### src/ground_fault_loop_selector_defs.svh
`ifndef GROUND_FAULT_LOOP_SELECTOR_DEFS_SVH
`define GROUND_FAULT_LOOP_SELECTOR_DEFS_SVH

// System clock rate and the millisecond time base
`define CLK_FREQ_HZ 32'h0131_2D00
`define MS_PER_S 32'h0000_03E8
`define CYCLES_PER_MS (`CLK_FREQ_HZ / `MS_PER_S)

// Phase minimum-current setting, percent of rated
`define IMIN_LO 8'h0A
`define IMIN_HI 8'h1E
`define IMIN_DEFAULT 8'h14

// Residual base sensitivity, percent of rated
`define IRES_BASE_LO 8'h0A
`define IRES_BASE_HI 8'h32
`define IRES_BASE_DEFAULT 8'h0A

// Residual bias slope, percent of largest phase current
`define IRES_BIAS_LO 8'h05
`define IRES_BIAS_HI 8'h1E
`define IRES_BIAS_DEFAULT 8'h0A

// Trip delay in milliseconds
`define TRIP_DELAY_MAX_MS 16'hEA60
`define TRIP_DELAY_DEFAULT_MS 16'h01F4

// Start-only default: trips are produced
`define START_ONLY_DEFAULT 1'b0

// Percent scale of the current comparisons
`define PERCENT_SCALE 32'h0000_0064

// Rated current expressed in current-input units
`define RATED_CURRENT_DEFAULT 16'h03E8

`endif

### src/ground_fault_loop_selector_pkg.sv
package ground_fault_loop_selector_pkg;
   // Trip delay timer states
   typedef enum logic [1:0] {
      TMR_IDLE,
      TMR_TIMING,
      TMR_TRIPPED
   } trip_timer_state_t;

   // Whole register state of the selector
   typedef struct packed {
      logic [2:0] ground_start;
      logic [2:0] phase_start;
      logic [2:0] phase_general;
      logic general_start;
      logic phase_ok_1;
      logic phase_ok_2;
      logic phase_ok_3;
      logic residual_ok;
      logic trip;
      trip_timer_state_t tmr_state;
      logic [31:0] sub_count;
      logic [15:0] ms_count;
   } selector_state_t;
endpackage

### src/ground_fault_loop_selector.sv
`timescale 1ns/1ns
`include "ground_fault_loop_selector_defs.svh"

// Notes on behaviour
// Ground loops only when earlier stages idle
// Start needs loop in zone and minimal
// Minimum ground impedance is least of three
// No start if another ground loop started
// Start needs residual and phase current flags
// Ground minimum below phase-pair minimum
// Same conditions for phases two and three
// Off setting or block input kills start and trip outputs
// Per-phase starts for every involved phase
// General start when any phase involved
// Timer runs while started and trips wanted
// Current unit gives per-phase and residual flags
// Phase flag above clamped 10..30 percent setting
// Residual threshold biased by phase currents
// Start-only nonzero suppresses the trip
// Trip delay 0..60000 ms in 1 ms steps
// Residual above max of base and bias
// Timer clears and trip drops when start drops
module ground_fault_loop_selector
   import ground_fault_loop_selector_pkg::*;
#(
   parameter logic [31:0] CYCLES_PER_MS = `CYCLES_PER_MS,
   parameter logic [15:0] RATED_CURRENT = `RATED_CURRENT_DEFAULT
) (
   // Clock and reset
   input wire logic clk_sys_i,
   input wire logic sys_rst_i,
   // Earlier sequential stages
   input wire logic three_phase_start_i,
   input wire logic phase_loop12_start_i,
   input wire logic phase_loop23_start_i,
   input wire logic phase_loop31_start_i,
   // Ground loop comparators
   input wire logic ground_loop1_in_zone_i,
   input wire logic ground_loop2_in_zone_i,
   input wire logic ground_loop3_in_zone_i,
   input wire logic [15:0] ground_loop1_impedance_i,
   input wire logic [15:0] ground_loop2_impedance_i,
   input wire logic [15:0] ground_loop3_impedance_i,
   input wire logic [15:0] min_phase_pair_impedance_i,
   // Current measurements
   input wire logic [15:0] phase1_current_i,
   input wire logic [15:0] phase2_current_i,
   input wire logic [15:0] phase3_current_i,
   input wire logic [15:0] residual_current_i,
   // Settings and block input
   input wire logic operation_off_setting_i,
   input wire logic block_input_i,
   input wire logic start_only_setting_i,
   input wire logic [15:0] trip_delay_setting_i,
   input wire logic [7:0] phase_current_min_setting_i,
   input wire logic [7:0] residual_base_setting_i,
   input wire logic [7:0] residual_bias_setting_i,
   // Loop starts
   output logic ground_loop1_start_o,
   output logic ground_loop2_start_o,
   output logic ground_loop3_start_o,
   // Phase and general starts, trip
   output logic phase1_start_out_o,
   output logic phase2_start_out_o,
   output logic phase3_start_out_o,
   output logic phase1_general_start_o,
   output logic phase2_general_start_o,
   output logic phase3_general_start_o,
   output logic general_start_out_o,
   output logic trip_out_o,
   // Current condition flags
   output logic phase1_current_ok_o,
   output logic phase2_current_ok_o,
   output logic phase3_current_ok_o,
   output logic residual_current_ok_o
);

   // Keeps a setting inside its documented range
   function automatic logic [7:0] clamp8(input logic [7:0] v, input logic [7:0] lo,
                                         input logic [7:0] hi);
      if (v < lo) begin
         clamp8 = lo;
      end else if (v > hi) begin
         clamp8 = hi;
      end else begin
         clamp8 = v;
      end
   endfunction

   // Current above percent of rated; products sized to 32 bits
   function automatic logic above_pct(input logic [15:0] cur, input logic [7:0] pct,
                                      input logic [15:0] rated);
      above_pct = (32'(cur) * `PERCENT_SCALE) > (32'(pct) * 32'(rated));
   endfunction

   selector_state_t state_reg; // Registered state
   selector_state_t state_next; // Next state
   logic blocked; // Off setting or block input
   logic earlier_active; // An earlier stage has claimed the fault
   logic [15:0] min_ground_impedance; // Least ground loop impedance
   logic [2:0] ground_loop_is_min; // Loop equals the minimum
   logic [2:0] in_zone; // Loop inside characteristic
   logic [2:0] phase_ok; // Per-phase sufficiency
   logic [2:0] cand; // Loops meeting every start condition except lockout and block
   logic [2:0] grant; // Starts after mutual exclusion
   logic [15:0] max_phase; // Largest phase current
   logic [7:0] imin_pct; // Clamped settings
   logic [7:0] base_pct;
   logic [7:0] bias_pct;
   logic [15:0] delay_ms; // Clamped trip delay
   logic [31:0] base_thr; // Residual thresholds, scaled by 100
   logic [31:0] bias_thr;
   logic run_timer; // Timer start condition

   // Decision logic and next state
   always_comb begin
      state_next = state_reg;
      blocked = operation_off_setting_i | block_input_i;
      imin_pct = clamp8(phase_current_min_setting_i, `IMIN_LO, `IMIN_HI);
      base_pct = clamp8(residual_base_setting_i, `IRES_BASE_LO, `IRES_BASE_HI);
      bias_pct = clamp8(residual_bias_setting_i, `IRES_BIAS_LO, `IRES_BIAS_HI);
      // Delay beyond range is held at the maximum
      if (trip_delay_setting_i > `TRIP_DELAY_MAX_MS) begin
         delay_ms = `TRIP_DELAY_MAX_MS;
      end else begin
         delay_ms = trip_delay_setting_i;
      end

      // Current condition unit
      state_next.phase_ok_1 = above_pct(phase1_current_i, imin_pct, RATED_CURRENT);
      state_next.phase_ok_2 = above_pct(phase2_current_i, imin_pct, RATED_CURRENT);
      state_next.phase_ok_3 = above_pct(phase3_current_i, imin_pct, RATED_CURRENT);
      max_phase = phase1_current_i;
      if (phase2_current_i > max_phase) begin
         max_phase = phase2_current_i;
      end
      if (phase3_current_i > max_phase) begin
         max_phase = phase3_current_i;
      end
      // Bias raises the residual threshold with heavy phase current
      base_thr = 32'(base_pct) * 32'(RATED_CURRENT);
      bias_thr = 32'(bias_pct) * 32'(max_phase);
      if (bias_thr > base_thr) begin
         state_next.residual_ok = (32'(residual_current_i) * `PERCENT_SCALE) > bias_thr;
      end else begin
         state_next.residual_ok = (32'(residual_current_i) * `PERCENT_SCALE) > base_thr;
      end
      // Flags are one cycle old; the loop logic uses the registered copy
      phase_ok = {state_reg.phase_ok_3, state_reg.phase_ok_2, state_reg.phase_ok_1};

      // Minimum ground impedance
      min_ground_impedance = ground_loop1_impedance_i;
      if (ground_loop2_impedance_i < min_ground_impedance) begin
         min_ground_impedance = ground_loop2_impedance_i;
      end
      if (ground_loop3_impedance_i < min_ground_impedance) begin
         min_ground_impedance = ground_loop3_impedance_i;
      end
      ground_loop_is_min[0] = ground_loop1_impedance_i == min_ground_impedance;
      ground_loop_is_min[1] = ground_loop2_impedance_i == min_ground_impedance;
      ground_loop_is_min[2] = ground_loop3_impedance_i == min_ground_impedance;
      in_zone = {ground_loop3_in_zone_i, ground_loop2_in_zone_i, ground_loop1_in_zone_i};

      // Ground loop checks run only when no earlier stage holds
      earlier_active = three_phase_start_i | phase_loop12_start_i
                       | phase_loop23_start_i | phase_loop31_start_i;
      for (int k = 0; k < 3; k++) begin
         cand[k] = ~earlier_active
                   & in_zone[k] & ground_loop_is_min[k]
                   & state_reg.residual_ok & phase_ok[k]
                   & (min_ground_impedance < min_phase_pair_impedance_i);
      end
      // A started loop locks out the others; equal minima favour lower phase
      grant[0] = cand[0] & ~state_reg.ground_start[1] & ~state_reg.ground_start[2];
      grant[1] = cand[1] & ~state_reg.ground_start[0] & ~state_reg.ground_start[2]
                 & ~grant[0];
      grant[2] = cand[2] & ~state_reg.ground_start[0] & ~state_reg.ground_start[1]
                 & ~grant[0] & ~grant[1];
      if (blocked) begin
         state_next.ground_start = 3'b000;
      end else begin
         state_next.ground_start = grant;
      end

      // Phase involvement from every detected loop
      state_next.phase_start[0] = three_phase_start_i | phase_loop12_start_i
                                  | phase_loop31_start_i | grant[0];
      state_next.phase_start[1] = three_phase_start_i | phase_loop12_start_i
                                  | phase_loop23_start_i | grant[1];
      state_next.phase_start[2] = three_phase_start_i | phase_loop23_start_i
                                  | phase_loop31_start_i | grant[2];
      if (blocked) begin
         state_next.phase_start = 3'b000;
      end
      state_next.phase_general = state_next.phase_start;
      state_next.general_start = |state_next.phase_start;

      // Trip timer counts whole milliseconds while the zone stays started
      run_timer = state_reg.general_start & ~start_only_setting_i & ~blocked;
      case (state_reg.tmr_state)
         TMR_IDLE: begin
            state_next.sub_count = 32'h0000_0000;
            state_next.ms_count = 16'h0000;
            state_next.trip = 1'b0;
            if (run_timer) begin
               state_next.tmr_state = TMR_TIMING;
            end
         end
         TMR_TIMING: begin
            if (!run_timer) begin
               // Drop of start restarts the whole delay next time
               state_next.tmr_state = TMR_IDLE;
               state_next.sub_count = 32'h0000_0000;
               state_next.ms_count = 16'h0000;
               state_next.trip = 1'b0;
            end else if (state_reg.ms_count >= delay_ms) begin
               state_next.tmr_state = TMR_TRIPPED;
               state_next.trip = 1'b1;
            end else if (state_reg.sub_count == CYCLES_PER_MS - 32'h0000_0001) begin
               state_next.sub_count = 32'h0000_0000;
               state_next.ms_count = state_reg.ms_count + 16'h0001;
            end else begin
               state_next.sub_count = state_reg.sub_count + 32'h0000_0001;
            end
         end
         TMR_TRIPPED: begin
            if (!run_timer) begin
               state_next.tmr_state = TMR_IDLE;
               state_next.sub_count = 32'h0000_0000;
               state_next.ms_count = 16'h0000;
               state_next.trip = 1'b0;
            end
         end
         default: begin
            state_next.tmr_state = TMR_IDLE;
         end
      endcase
   end

   // State register
   always_ff @(posedge clk_sys_i) begin
      if (sys_rst_i) begin
         state_reg <= '0;
         state_reg.tmr_state <= TMR_IDLE;
      end else begin
         state_reg <= state_next;
      end
   end

   // Outputs straight from the state register
   assign ground_loop1_start_o = state_reg.ground_start[0];
   assign ground_loop2_start_o = state_reg.ground_start[1];
   assign ground_loop3_start_o = state_reg.ground_start[2];
   assign phase1_start_out_o = state_reg.phase_start[0];
   assign phase2_start_out_o = state_reg.phase_start[1];
   assign phase3_start_out_o = state_reg.phase_start[2];
   assign phase1_general_start_o = state_reg.phase_general[0];
   assign phase2_general_start_o = state_reg.phase_general[1];
   assign phase3_general_start_o = state_reg.phase_general[2];
   assign general_start_out_o = state_reg.general_start;
   assign trip_out_o = state_reg.trip;
   assign phase1_current_ok_o = state_reg.phase_ok_1;
   assign phase2_current_ok_o = state_reg.phase_ok_2;
   assign phase3_current_ok_o = state_reg.phase_ok_3;
   assign residual_current_ok_o = state_reg.residual_ok;
endmodule

### config.mk
export PLATFORM = sky130hd
export DESIGN_NAME = ground_fault_loop_selector
export DESIGN_NICKNAME = d
export VERILOG_FILES = /design/src/ground_fault_loop_selector_pkg.sv /design/src/ground_fault_loop_selector.sv
export VERILOG_INCLUDE_DIRS = /design/src
export SDC_FILE = /design/constraint.sdc
export NUM_CORES = 1
export LEC_CHECK = 0
export ABC_AREA = 1
export BUFFER_PORTS_ARGS = -buffer_cell sky130_fd_sc_hd__buf_4
export CORE_MARGIN = 1.5
export CORE_UTILIZATION = 35
export CTS_BUF_LIST = sky130_fd_sc_hd__clkbuf_4 sky130_fd_sc_hd__clkbuf_8 sky130_fd_sc_hd__clkbuf_16
export DETAILED_ROUTE_END_ITERATION = 12
export PLACE_DENSITY = 0.63
export SLEW_MARGIN = 20
export SYNTH_ARGS = -nofsm -noshare
export SYNTH_HDL_FRONTEND = slang
export SYNTH_SLANG_ARGS = --single-unit
### constraint.sdc
create_clock -name clk_sys_i -period 26.5 [get_ports clk_sys_i]
set_clock_uncertainty 0.2 [all_clocks]
set_input_delay 5.3 -clock clk_sys_i [delete_from_list [all_inputs] [get_ports clk_sys_i]]
set_output_delay 5.3 -clock clk_sys_i [all_outputs]
set_load 0.05 [all_outputs]
==> results of run 1 <==
==> critical path: cells and delay by family <==
kind	cells	cell delay, ns
compound gates	13	2.41
buf+inv	7	0.55
fa+ha+maj	8	2.90
simple gates	26	3.41
xor+xnor	1	0.15
==> routing by layer <==
layer | track usage | share of wire
met5 | 0 | 0
met4 | 0.0281 | 0.012
met3 | 0.0129 | 0.030
met2 | 0.323 | 0.48
met1 | 0.233 | 0.47
==> stage by stage <==
stage	instances	setup slack (ns)
2_1_floorplan	3070	13.31
3_3_place_gp	4025	11.80
3_5_place_dp	4025	11.62
4_1_cts	4041	11.96
5_1_grt	4041	10.85
6_report	4041	11.86
==> power by group through the flow <==
stage	Clock [mW]	Sequential, mW	Combinational [mW]
after global routing	0.145	0.0970	3.53
final	0.139	0.0968	3.02
after detailed placement	0	0.0991	3.02
after global placement	0	0.0992	2.95
after floorplan	0	0.103	2.35
after CTS	0.142	0.0971	3.04
==> worst min path at each step <==
| stage | startpoint | end |
|---|---|---|
| after floorplan | state_reg[18] | state_reg[18] |
| after global placement | trip_out_o | trip_out_o |
| after detailed placement | state_reg[18] | state_reg[18] |
| after CTS | trip_out_o | trip_out_o |
| after global routing | trip_out_o | trip_out_o |
| final | trip_out_o | trip_out_o |
==> cell usage after synthesis (all sizes together), types with 4 or more instances <==
cell type	count	area, um^2
o2111ai	4	35.0
ha	516	6460
a31oi	11	68.8
xnor2	34	298
o21ai	109	549
buf	11	97.6
nand4	45	282
nor2	227	867
o221ai	6	52.6
nor4	18	113
or2	13	81.3
xor2	86	753
inv	688	2580
a21o	8	60.1
a21boi	7	60.1
nand3b	7	52.6
nand2	449	1810
o22ai	10	62.6
clkbuf	23	86.3
fa	172	3440
a211oi	16	120
nand3	147	746
a21oi	196	981
o21a	15	113
o21bai	30	225
nor3	54	275
dfxtp	62	1240
o211ai	7	52.6
==> cell type report <==
type,count,share of cell area
Multi-Input combinational cell,2283,0.730
Sequential cell,62,0.0503
Clock inverter,7,0.00492
Tap cell,790,0.0401
Inverter,691,0.105
Clock buffer,9,0.00913
Timing Repair Buffer,199,0.0606
==> logic make-up after synthesis <==
kind of cell,synth area share
AOI/OAI and AO/OA,0.114
adders and majority gates,0.456
xor gates and xnor gates,0.0484
other,0.000346
buffers and inverters,0.128
and+or+nand+nor,0.196
DFF,0.0571
==> cell usage in the layout, fill, tap and decap left out, types with 4 or more instances in the layout <==
cell | synthesis | layout
inv_1 | 687 | 687
ha_1 | 516 | 516
nand2_1 | 424 | 424
nor2_1 | 221 | 221
buf_4 | 4 | 199
a21oi_1 | 196 | 196
fa_1 | 172 | 172
nand3_1 | 145 | 145
o21ai_0 | 100 | 100
xor2_1 | 86 | 86
conb_1 | 2 | 81
dfxtp_1 | 62 | 62
nor3_1 | 53 | 53
nand4_1 | 45 | 45
xnor2_1 | 34 | 34
o21bai_1 | 30 | 30
nor4_1 | 18 | 18
a211oi_1 | 16 | 16
o21a_1 | 15 | 15
or2_2 | 13 | 13
nand2_4 | 13 | 13
nand2_2 | 12 | 12
a31oi_1 | 11 | 11
o22ai_1 | 10 | 10
clkbuf_16 | 0 | 9
o21ai_1 | 8 | 8
a21o_1 | 8 | 8
o211ai_1 | 7 | 7
nand3b_1 | 7 | 7
o221ai_1 | 6 | 6
nor2_2 | 6 | 6
o2111ai_1 | 4 | 4
==> impl_metrics.prom, run 1 <==
# TYPE chip_impl_metric gauge
chip_impl_metric{name="internal_power",unit="mW"} 1.42
chip_impl_metric{name="final.period_utilization",unit=""} 0.552
chip_impl_info{name="cts_tree",value="done"} 1
chip_impl_metric{name="grt_pass1_wl",unit="mm"} 92.9
chip_impl_metric{name="number_of_flip_flops_in_the_largest_register",unit=""} 50
chip_impl_info{name="crit-reg2reg-launch",value="state_reg[0]"} 1
chip_impl_metric{name="post_synth_inst_count",unit=""} 2991
chip_impl_metric{name="report.final.hold_viol_count",unit=""} 0
chip_impl_info{name="crit_path_top_delay_cell",value="o21ai_0"} 1
chip_impl_metric{name="grt_pass1_vias",unit=""} 19000
chip_impl_metric{name="post-cts-setup-buffer-count",unit=""} 0
chip_impl_metric{name="die_span_in_y",unit="um"} 252
chip_impl_metric{name="power",unit="mW"} 3.26
chip_impl_metric{name="cts-hold-fix-buffers",unit=""} 0
chip_impl_metric{name="filler_cell_count",unit=""} 6457
chip_impl_metric{name="design_area",unit="um^2"} 24700
chip_impl_metric{name="cts_sinks",unit=""} 62
chip_impl_metric{name="ff2ff_setup_slack",unit="ns"} 21.16
chip_impl_metric{name="num-nets-final",unit=""} 4114
chip_impl_metric{name="synth_seq_area_share",unit=""} 0.0571
chip_impl_metric{name="post_route_worst_hold_slack",unit="ns"} 0.265
chip_impl_metric{name="netlist_area",unit="um^2"} 21700
chip_impl_info{name="crit_top_cell",value="nand2_1"} 1
chip_impl_metric{name="coreArea",unit="um^2"} 61500
chip_impl_info{name="cp-endpoint",value="residual_current_ok_o"} 1
chip_impl_metric{name="p_leak",unit="nW"} 13.7
chip_impl_metric{name="whs_path_depth",unit=""} 2
chip_impl_info{name="rsz0062_at_grt",value="no"} 1
chip_impl_metric{name="sw_share",unit=""} 0.565
chip_impl_info{name="critical_path_class",value="in -> reg"} 1
chip_impl_metric{name="inserted_clock_buffers",unit=""} 9
chip_impl_metric{name="ir_worst_vdd",unit="mV"} 0.223
chip_impl_metric{name="grt_max_degree",unit=""} 43
chip_impl_metric{name="cts.repair.resized",unit=""} 0
chip_impl_metric{name="synth.avg_cell_area",unit="um^2"} 7.26
chip_impl_metric{name="power_density_over_cell_area",unit="nW/um^2"} 132
chip_impl_metric{name="synth_async_sr_flop_share",unit=""} 0
chip_impl_metric{name="start_util",unit=""} 0.353
chip_impl_metric{name="floorplan.io_pins",unit=""} 195
chip_impl_metric{name="drt_pass1_iterations",unit=""} 5
chip_impl_metric{name="cp.arrival",unit="ns"} 14.72
chip_impl_metric{name="cts.path.max_buffers",unit=""} 2
chip_impl_metric{name="max_slew.worst_pin.slew",unit="ns"} 0.980
chip_impl_metric{name="max_stage_delay",unit="ns"} 0.58
chip_impl_metric{name="multi_input_comb_area",unit="um^2"} 18000
chip_impl_metric{name="cp.required",unit="ns"} 26.58
chip_impl_metric{name="dpl.hpwl",unit="mm"} 49.2
chip_impl_metric{name="fp.dieArea",unit="um^2"} 63600
chip_impl_metric{name="avgViaCountPerCell",unit=""} 4.74
chip_impl_metric{name="final_core_utilization",unit=""} 0.401
chip_impl_metric{name="grt_antenna_before_repair",unit=""} 0
chip_impl_metric{name="clk_pin_slew",unit="ns"} 0.06
chip_impl_metric{name="timing.slew.headroom",unit=""} 0.342
chip_impl_info{name="critPathCaptureType",value="register"} 1
chip_impl_info{name="cts_root_buf",value="clkbuf_16"} 1
chip_impl_metric{name="final_number_of_setup_violating_endpoints",unit=""} 0
chip_impl_metric{name="wirelength",unit="mm"} 55.1
chip_impl_metric{name="ys_warn_count",unit=""} 0
chip_impl_metric{name="drtIter0Drc",unit=""} 899
chip_impl_metric{name="report.final.slew_viol_count",unit=""} 0
chip_impl_metric{name="dpl_cell_area",unit="um^2"} 24300
chip_impl_metric{name="power.share.clock",unit=""} 0.043
chip_impl_info{name="dominantRegCellSynth",value="dfxtp_1"} 1
chip_impl_metric{name="area.sequential",unit="um^2"} 1240
chip_impl_metric{name="drc",unit=""} 0
chip_impl_info{name="run_status",value="finished, final reports clean"} 1
chip_impl_metric{name="globalRouteOverflowTotal",unit=""} 0
chip_impl_metric{name="cap_violations",unit=""} 0
chip_impl_metric{name="via_count",unit=""} 19100
chip_impl_metric{name="die_w",unit="um"} 252
chip_impl_metric{name="p_sw",unit="mW"} 1.84
chip_impl_metric{name="post_synth_num_cell_types",unit=""} 55
chip_impl_metric{name="row_count",unit=""} 91
chip_impl_metric{name="worstSkewPairLatency",unit="ns"} 0.34
chip_impl_metric{name="antenna_violating_nets_post_route",unit=""} 0
chip_impl_metric{name="maxClockFrequency",unit="MHz"} 68.3
chip_impl_metric{name="area_growth_syn_to_layout",unit="%"} 13.5
chip_impl_info{name="cp-start-kind",value="primary input"} 1
chip_impl_metric{name="synth_enable_flop_cells",unit=""} 0
chip_impl_metric{name="synth.ff_latch_count",unit=""} 62
chip_impl_info{name="worstHoldPathType",value="reg -> reg"} 1
chip_impl_info{name="crit-reg2reg-capture",value="state_reg[26]"} 1
chip_impl_metric{name="setup_tns",unit="ns"} 0
chip_impl_metric{name="diodes",unit=""} 0
chip_impl_metric{name="gp_congestion",unit=""} 0.925
chip_impl_metric{name="reg2regPathDepth",unit=""} 23
chip_impl_metric{name="detail_route.wl_per_cell",unit="um"} 13.6
chip_impl_metric{name="power.share.combinational",unit=""} 0.928
chip_impl_metric{name="gr-usage-all-layers",unit=""} 0.178
chip_impl_metric{name="layout_min_cycle_time",unit="ns"} 14.64
chip_impl_metric{name="cp_max_fo",unit=""} 32
chip_impl_metric{name="seq_power_share",unit=""} 0.030
chip_impl_metric{name="htreeDepth",unit=""} 3
chip_impl_info{name="cp-startpoint",value="phase1_current_i[14]"} 1
chip_impl_metric{name="drive_above_1_share",unit=""} 0.0821
chip_impl_metric{name="buffer_ports.inserted",unit=""} 194
(Power assumes the default switching activity.)
==> run 2: changes to the inputs <==
Settings changed: PLACE_DENSITY 0.63 to 0.65.
Clock period 26.5 ns to 12.1 ns, I/O delays scaled along.
==> impl_metrics.prom, run 2 (synthesized netlist as in run 1, its figures left out) <==
# TYPE chip_impl_metric gauge
chip_impl_metric{name="dpl.hpwl",unit="mm"} 48.8
chip_impl_metric{name="fp.dieArea",unit="um^2"} 63600
chip_impl_metric{name="post-cts-setup-buffer-count",unit=""} 0
chip_impl_metric{name="globalRouteOverflowTotal",unit=""} 0
chip_impl_metric{name="power",unit="mW"} 7.05
chip_impl_metric{name="drc",unit=""} 0
chip_impl_metric{name="drive_above_1_share",unit=""} 0.0830
chip_impl_metric{name="coreArea",unit="um^2"} 61500
chip_impl_metric{name="layout_min_cycle_time",unit="ns"} 10.89
chip_impl_metric{name="worstSkewPairLatency",unit="ns"} 0.34
chip_impl_metric{name="max_slew.worst_pin.slew",unit="ns"} 0.916
chip_impl_metric{name="die_span_in_y",unit="um"} 252
chip_impl_metric{name="setup_tns",unit="ns"} 0
chip_impl_info{name="run_status",value="finished, final reports clean"} 1
chip_impl_metric{name="grt_antenna_before_repair",unit=""} 5
chip_impl_metric{name="whs_path_depth",unit=""} 1
chip_impl_metric{name="avgViaCountPerCell",unit=""} 4.79
chip_impl_metric{name="gp_congestion",unit=""} 0.907
chip_impl_metric{name="power_density_over_cell_area",unit="nW/um^2"} 286
chip_impl_metric{name="area_growth_syn_to_layout",unit="%"} 13.4
chip_impl_info{name="cp-start-kind",value="primary input"} 1
chip_impl_metric{name="cp.arrival",unit="ns"} 10.97
chip_impl_metric{name="floorplan.io_pins",unit=""} 195
chip_impl_metric{name="start_util",unit=""} 0.353
chip_impl_metric{name="buffer_ports.inserted",unit=""} 194
chip_impl_metric{name="inserted_clock_buffers",unit=""} 9
chip_impl_info{name="crit_top_cell",value="nand2_1"} 1
chip_impl_metric{name="antenna_violating_nets_post_route",unit=""} 0
chip_impl_info{name="cts_root_buf",value="clkbuf_16"} 1
chip_impl_metric{name="cap_violations",unit=""} 0
chip_impl_metric{name="post_route_worst_hold_slack",unit="ns"} 0.268
chip_impl_metric{name="clk_pin_slew",unit="ns"} 0.06
chip_impl_metric{name="cp_max_fo",unit=""} 28
chip_impl_info{name="most_common_cell_after_layout_fill_and_taps_aside",value="inv_1"} 1
chip_impl_metric{name="number_of_flip_flops_in_the_largest_register",unit=""} 50
chip_impl_metric{name="final.period_utilization",unit=""} 0.900
chip_impl_info{name="final_cell_mix",value="687 x inv_1, 516 x ha_1, 424 x nand2_1"} 1
chip_impl_metric{name="htreeDepth",unit=""} 3
chip_impl_metric{name="reg2regPathDepth",unit=""} 23
chip_impl_info{name="critPathCaptureType",value="register"} 1
chip_impl_metric{name="report.final.slew_viol_count",unit=""} 0
chip_impl_metric{name="timing.slew.headroom",unit=""} 0.388
chip_impl_metric{name="via_count",unit=""} 19400
chip_impl_metric{name="cts.repair.resized",unit=""} 0
chip_impl_metric{name="gr-usage-all-layers",unit=""} 0.174
chip_impl_info{name="cts_tree",value="done"} 1
chip_impl_metric{name="grt_pass1_vias",unit=""} 18800
chip_impl_metric{name="p_leak",unit="nW"} 13.6
chip_impl_metric{name="drtIter0Drc",unit=""} 961
chip_impl_metric{name="grt_max_degree",unit=""} 43
chip_impl_metric{name="maxClockFrequency",unit="MHz"} 91.8
chip_impl_info{name="critical_path_class",value="in -> reg"} 1
chip_impl_metric{name="cts.path.max_buffers",unit=""} 2
chip_impl_metric{name="die_w",unit="um"} 252
chip_impl_metric{name="grt_pass1_wl",unit="mm"} 90.7
chip_impl_info{name="crit_path_top_delay_cell",value="fa_1"} 1
chip_impl_metric{name="row_count",unit=""} 91
chip_impl_info{name="rsz0062_at_grt",value="no"} 1
chip_impl_metric{name="wirelength",unit="mm"} 54.6
chip_impl_metric{name="final_core_utilization",unit=""} 0.401
chip_impl_info{name="worstHoldPathType",value="reg -> reg"} 1
chip_impl_metric{name="num-nets-final",unit=""} 4117
chip_impl_metric{name="final_number_of_setup_violating_endpoints",unit=""} 0
chip_impl_metric{name="drt_pass1_iterations",unit=""} 5
chip_impl_metric{name="cp.required",unit="ns"} 12.18
chip_impl_metric{name="detail_route.wl_per_cell",unit="um"} 13.5
chip_impl_metric{name="cts_sinks",unit=""} 62
chip_impl_metric{name="max_stage_delay",unit="ns"} 0.52
chip_impl_metric{name="cts-hold-fix-buffers",unit=""} 0
chip_impl_metric{name="ir_worst_vdd",unit="mV"} 0.483
chip_impl_metric{name="report.final.hold_viol_count",unit=""} 0
-- run 2: cell types whose count changed in the layout (fill, tap and decap cells not counted), sizes merged --
cell      before  now
diode          0    4
buf          199  202
bufinv         3    0
clkinvlp       0    3
-- run 2: metrics by stage --
step / instance area, um^2 / std cells / worst slack, ns
3_3_place_gp: 24300 / 4028 / 1.00
6_report: 24600 / 4048 / 1.21
2_1_floorplan: 22000 / 3070 / 1.79
5_1_grt: 24600 / 4045 / 0.0439
3_5_place_dp: 24300 / 4028 / 0.814
4_1_cts: 24600 / 4044 / 1.16
-- run 2: worst max-delay path: cells and delay by family --
kind | cells | cell delay [ns]
AO/OA/AOI/OAI | 15 | 2.31
XOR/XNOR | 1 | 0.15
adder cells (fa/ha/maj) | 8 | 2.85
buffers and inverters | 7 | 0.67
AND/OR/NAND/NOR | 26 | 2.53
-- run 2: where the power goes --
| part | leakage (nW) | switching, mW | internal (mW) |
|---|---|---|---|
| logic | 13.0 | 3.91 | 2.69 |
| clock network | 0.128 | 0.102 | 0.139 |
| registers | 0.501 | 0.00381 | 0.208 |
| total | 13.6 | 4.02 | 3.03 |
-- run 2: cell type report --
class / instances / area [um^2]
Inverter: 691 / 2590
Sequential cell: 62 / 1240
Timing Repair Buffer: 202 / 1520
Clock buffer: 9 / 225
Tap cell: 790 / 988
Multi-Input combinational cell: 2283 / 18000
Antenna cell: 4 / 10.0
Fill cell: 6472 / 36900
Clock inverter: 7 / 50.0
-- run 2: worst paths after layout --
path	slack, ns	start	endpoint
max	1.21	phase1_current_i[1]	residual_current_ok_o
min	0.27	state_reg[18]	state_reg[18]
max reg2reg	7.43	state_reg[0]	state_reg[26]
min reg2reg	0.27	state_reg[18]	state_reg[18]
-- run 2: layer usage --
layer  wire length, um  up-vias  part of all wire  GRT usage
li1                  -    10100                 -          -
met1             25500     8858              0.47      0.227
met2             25700      338              0.47      0.307
met3              2110       63             0.039     0.0152
met4              1240        2             0.023     0.0426
met5                18        -           0.00033          0
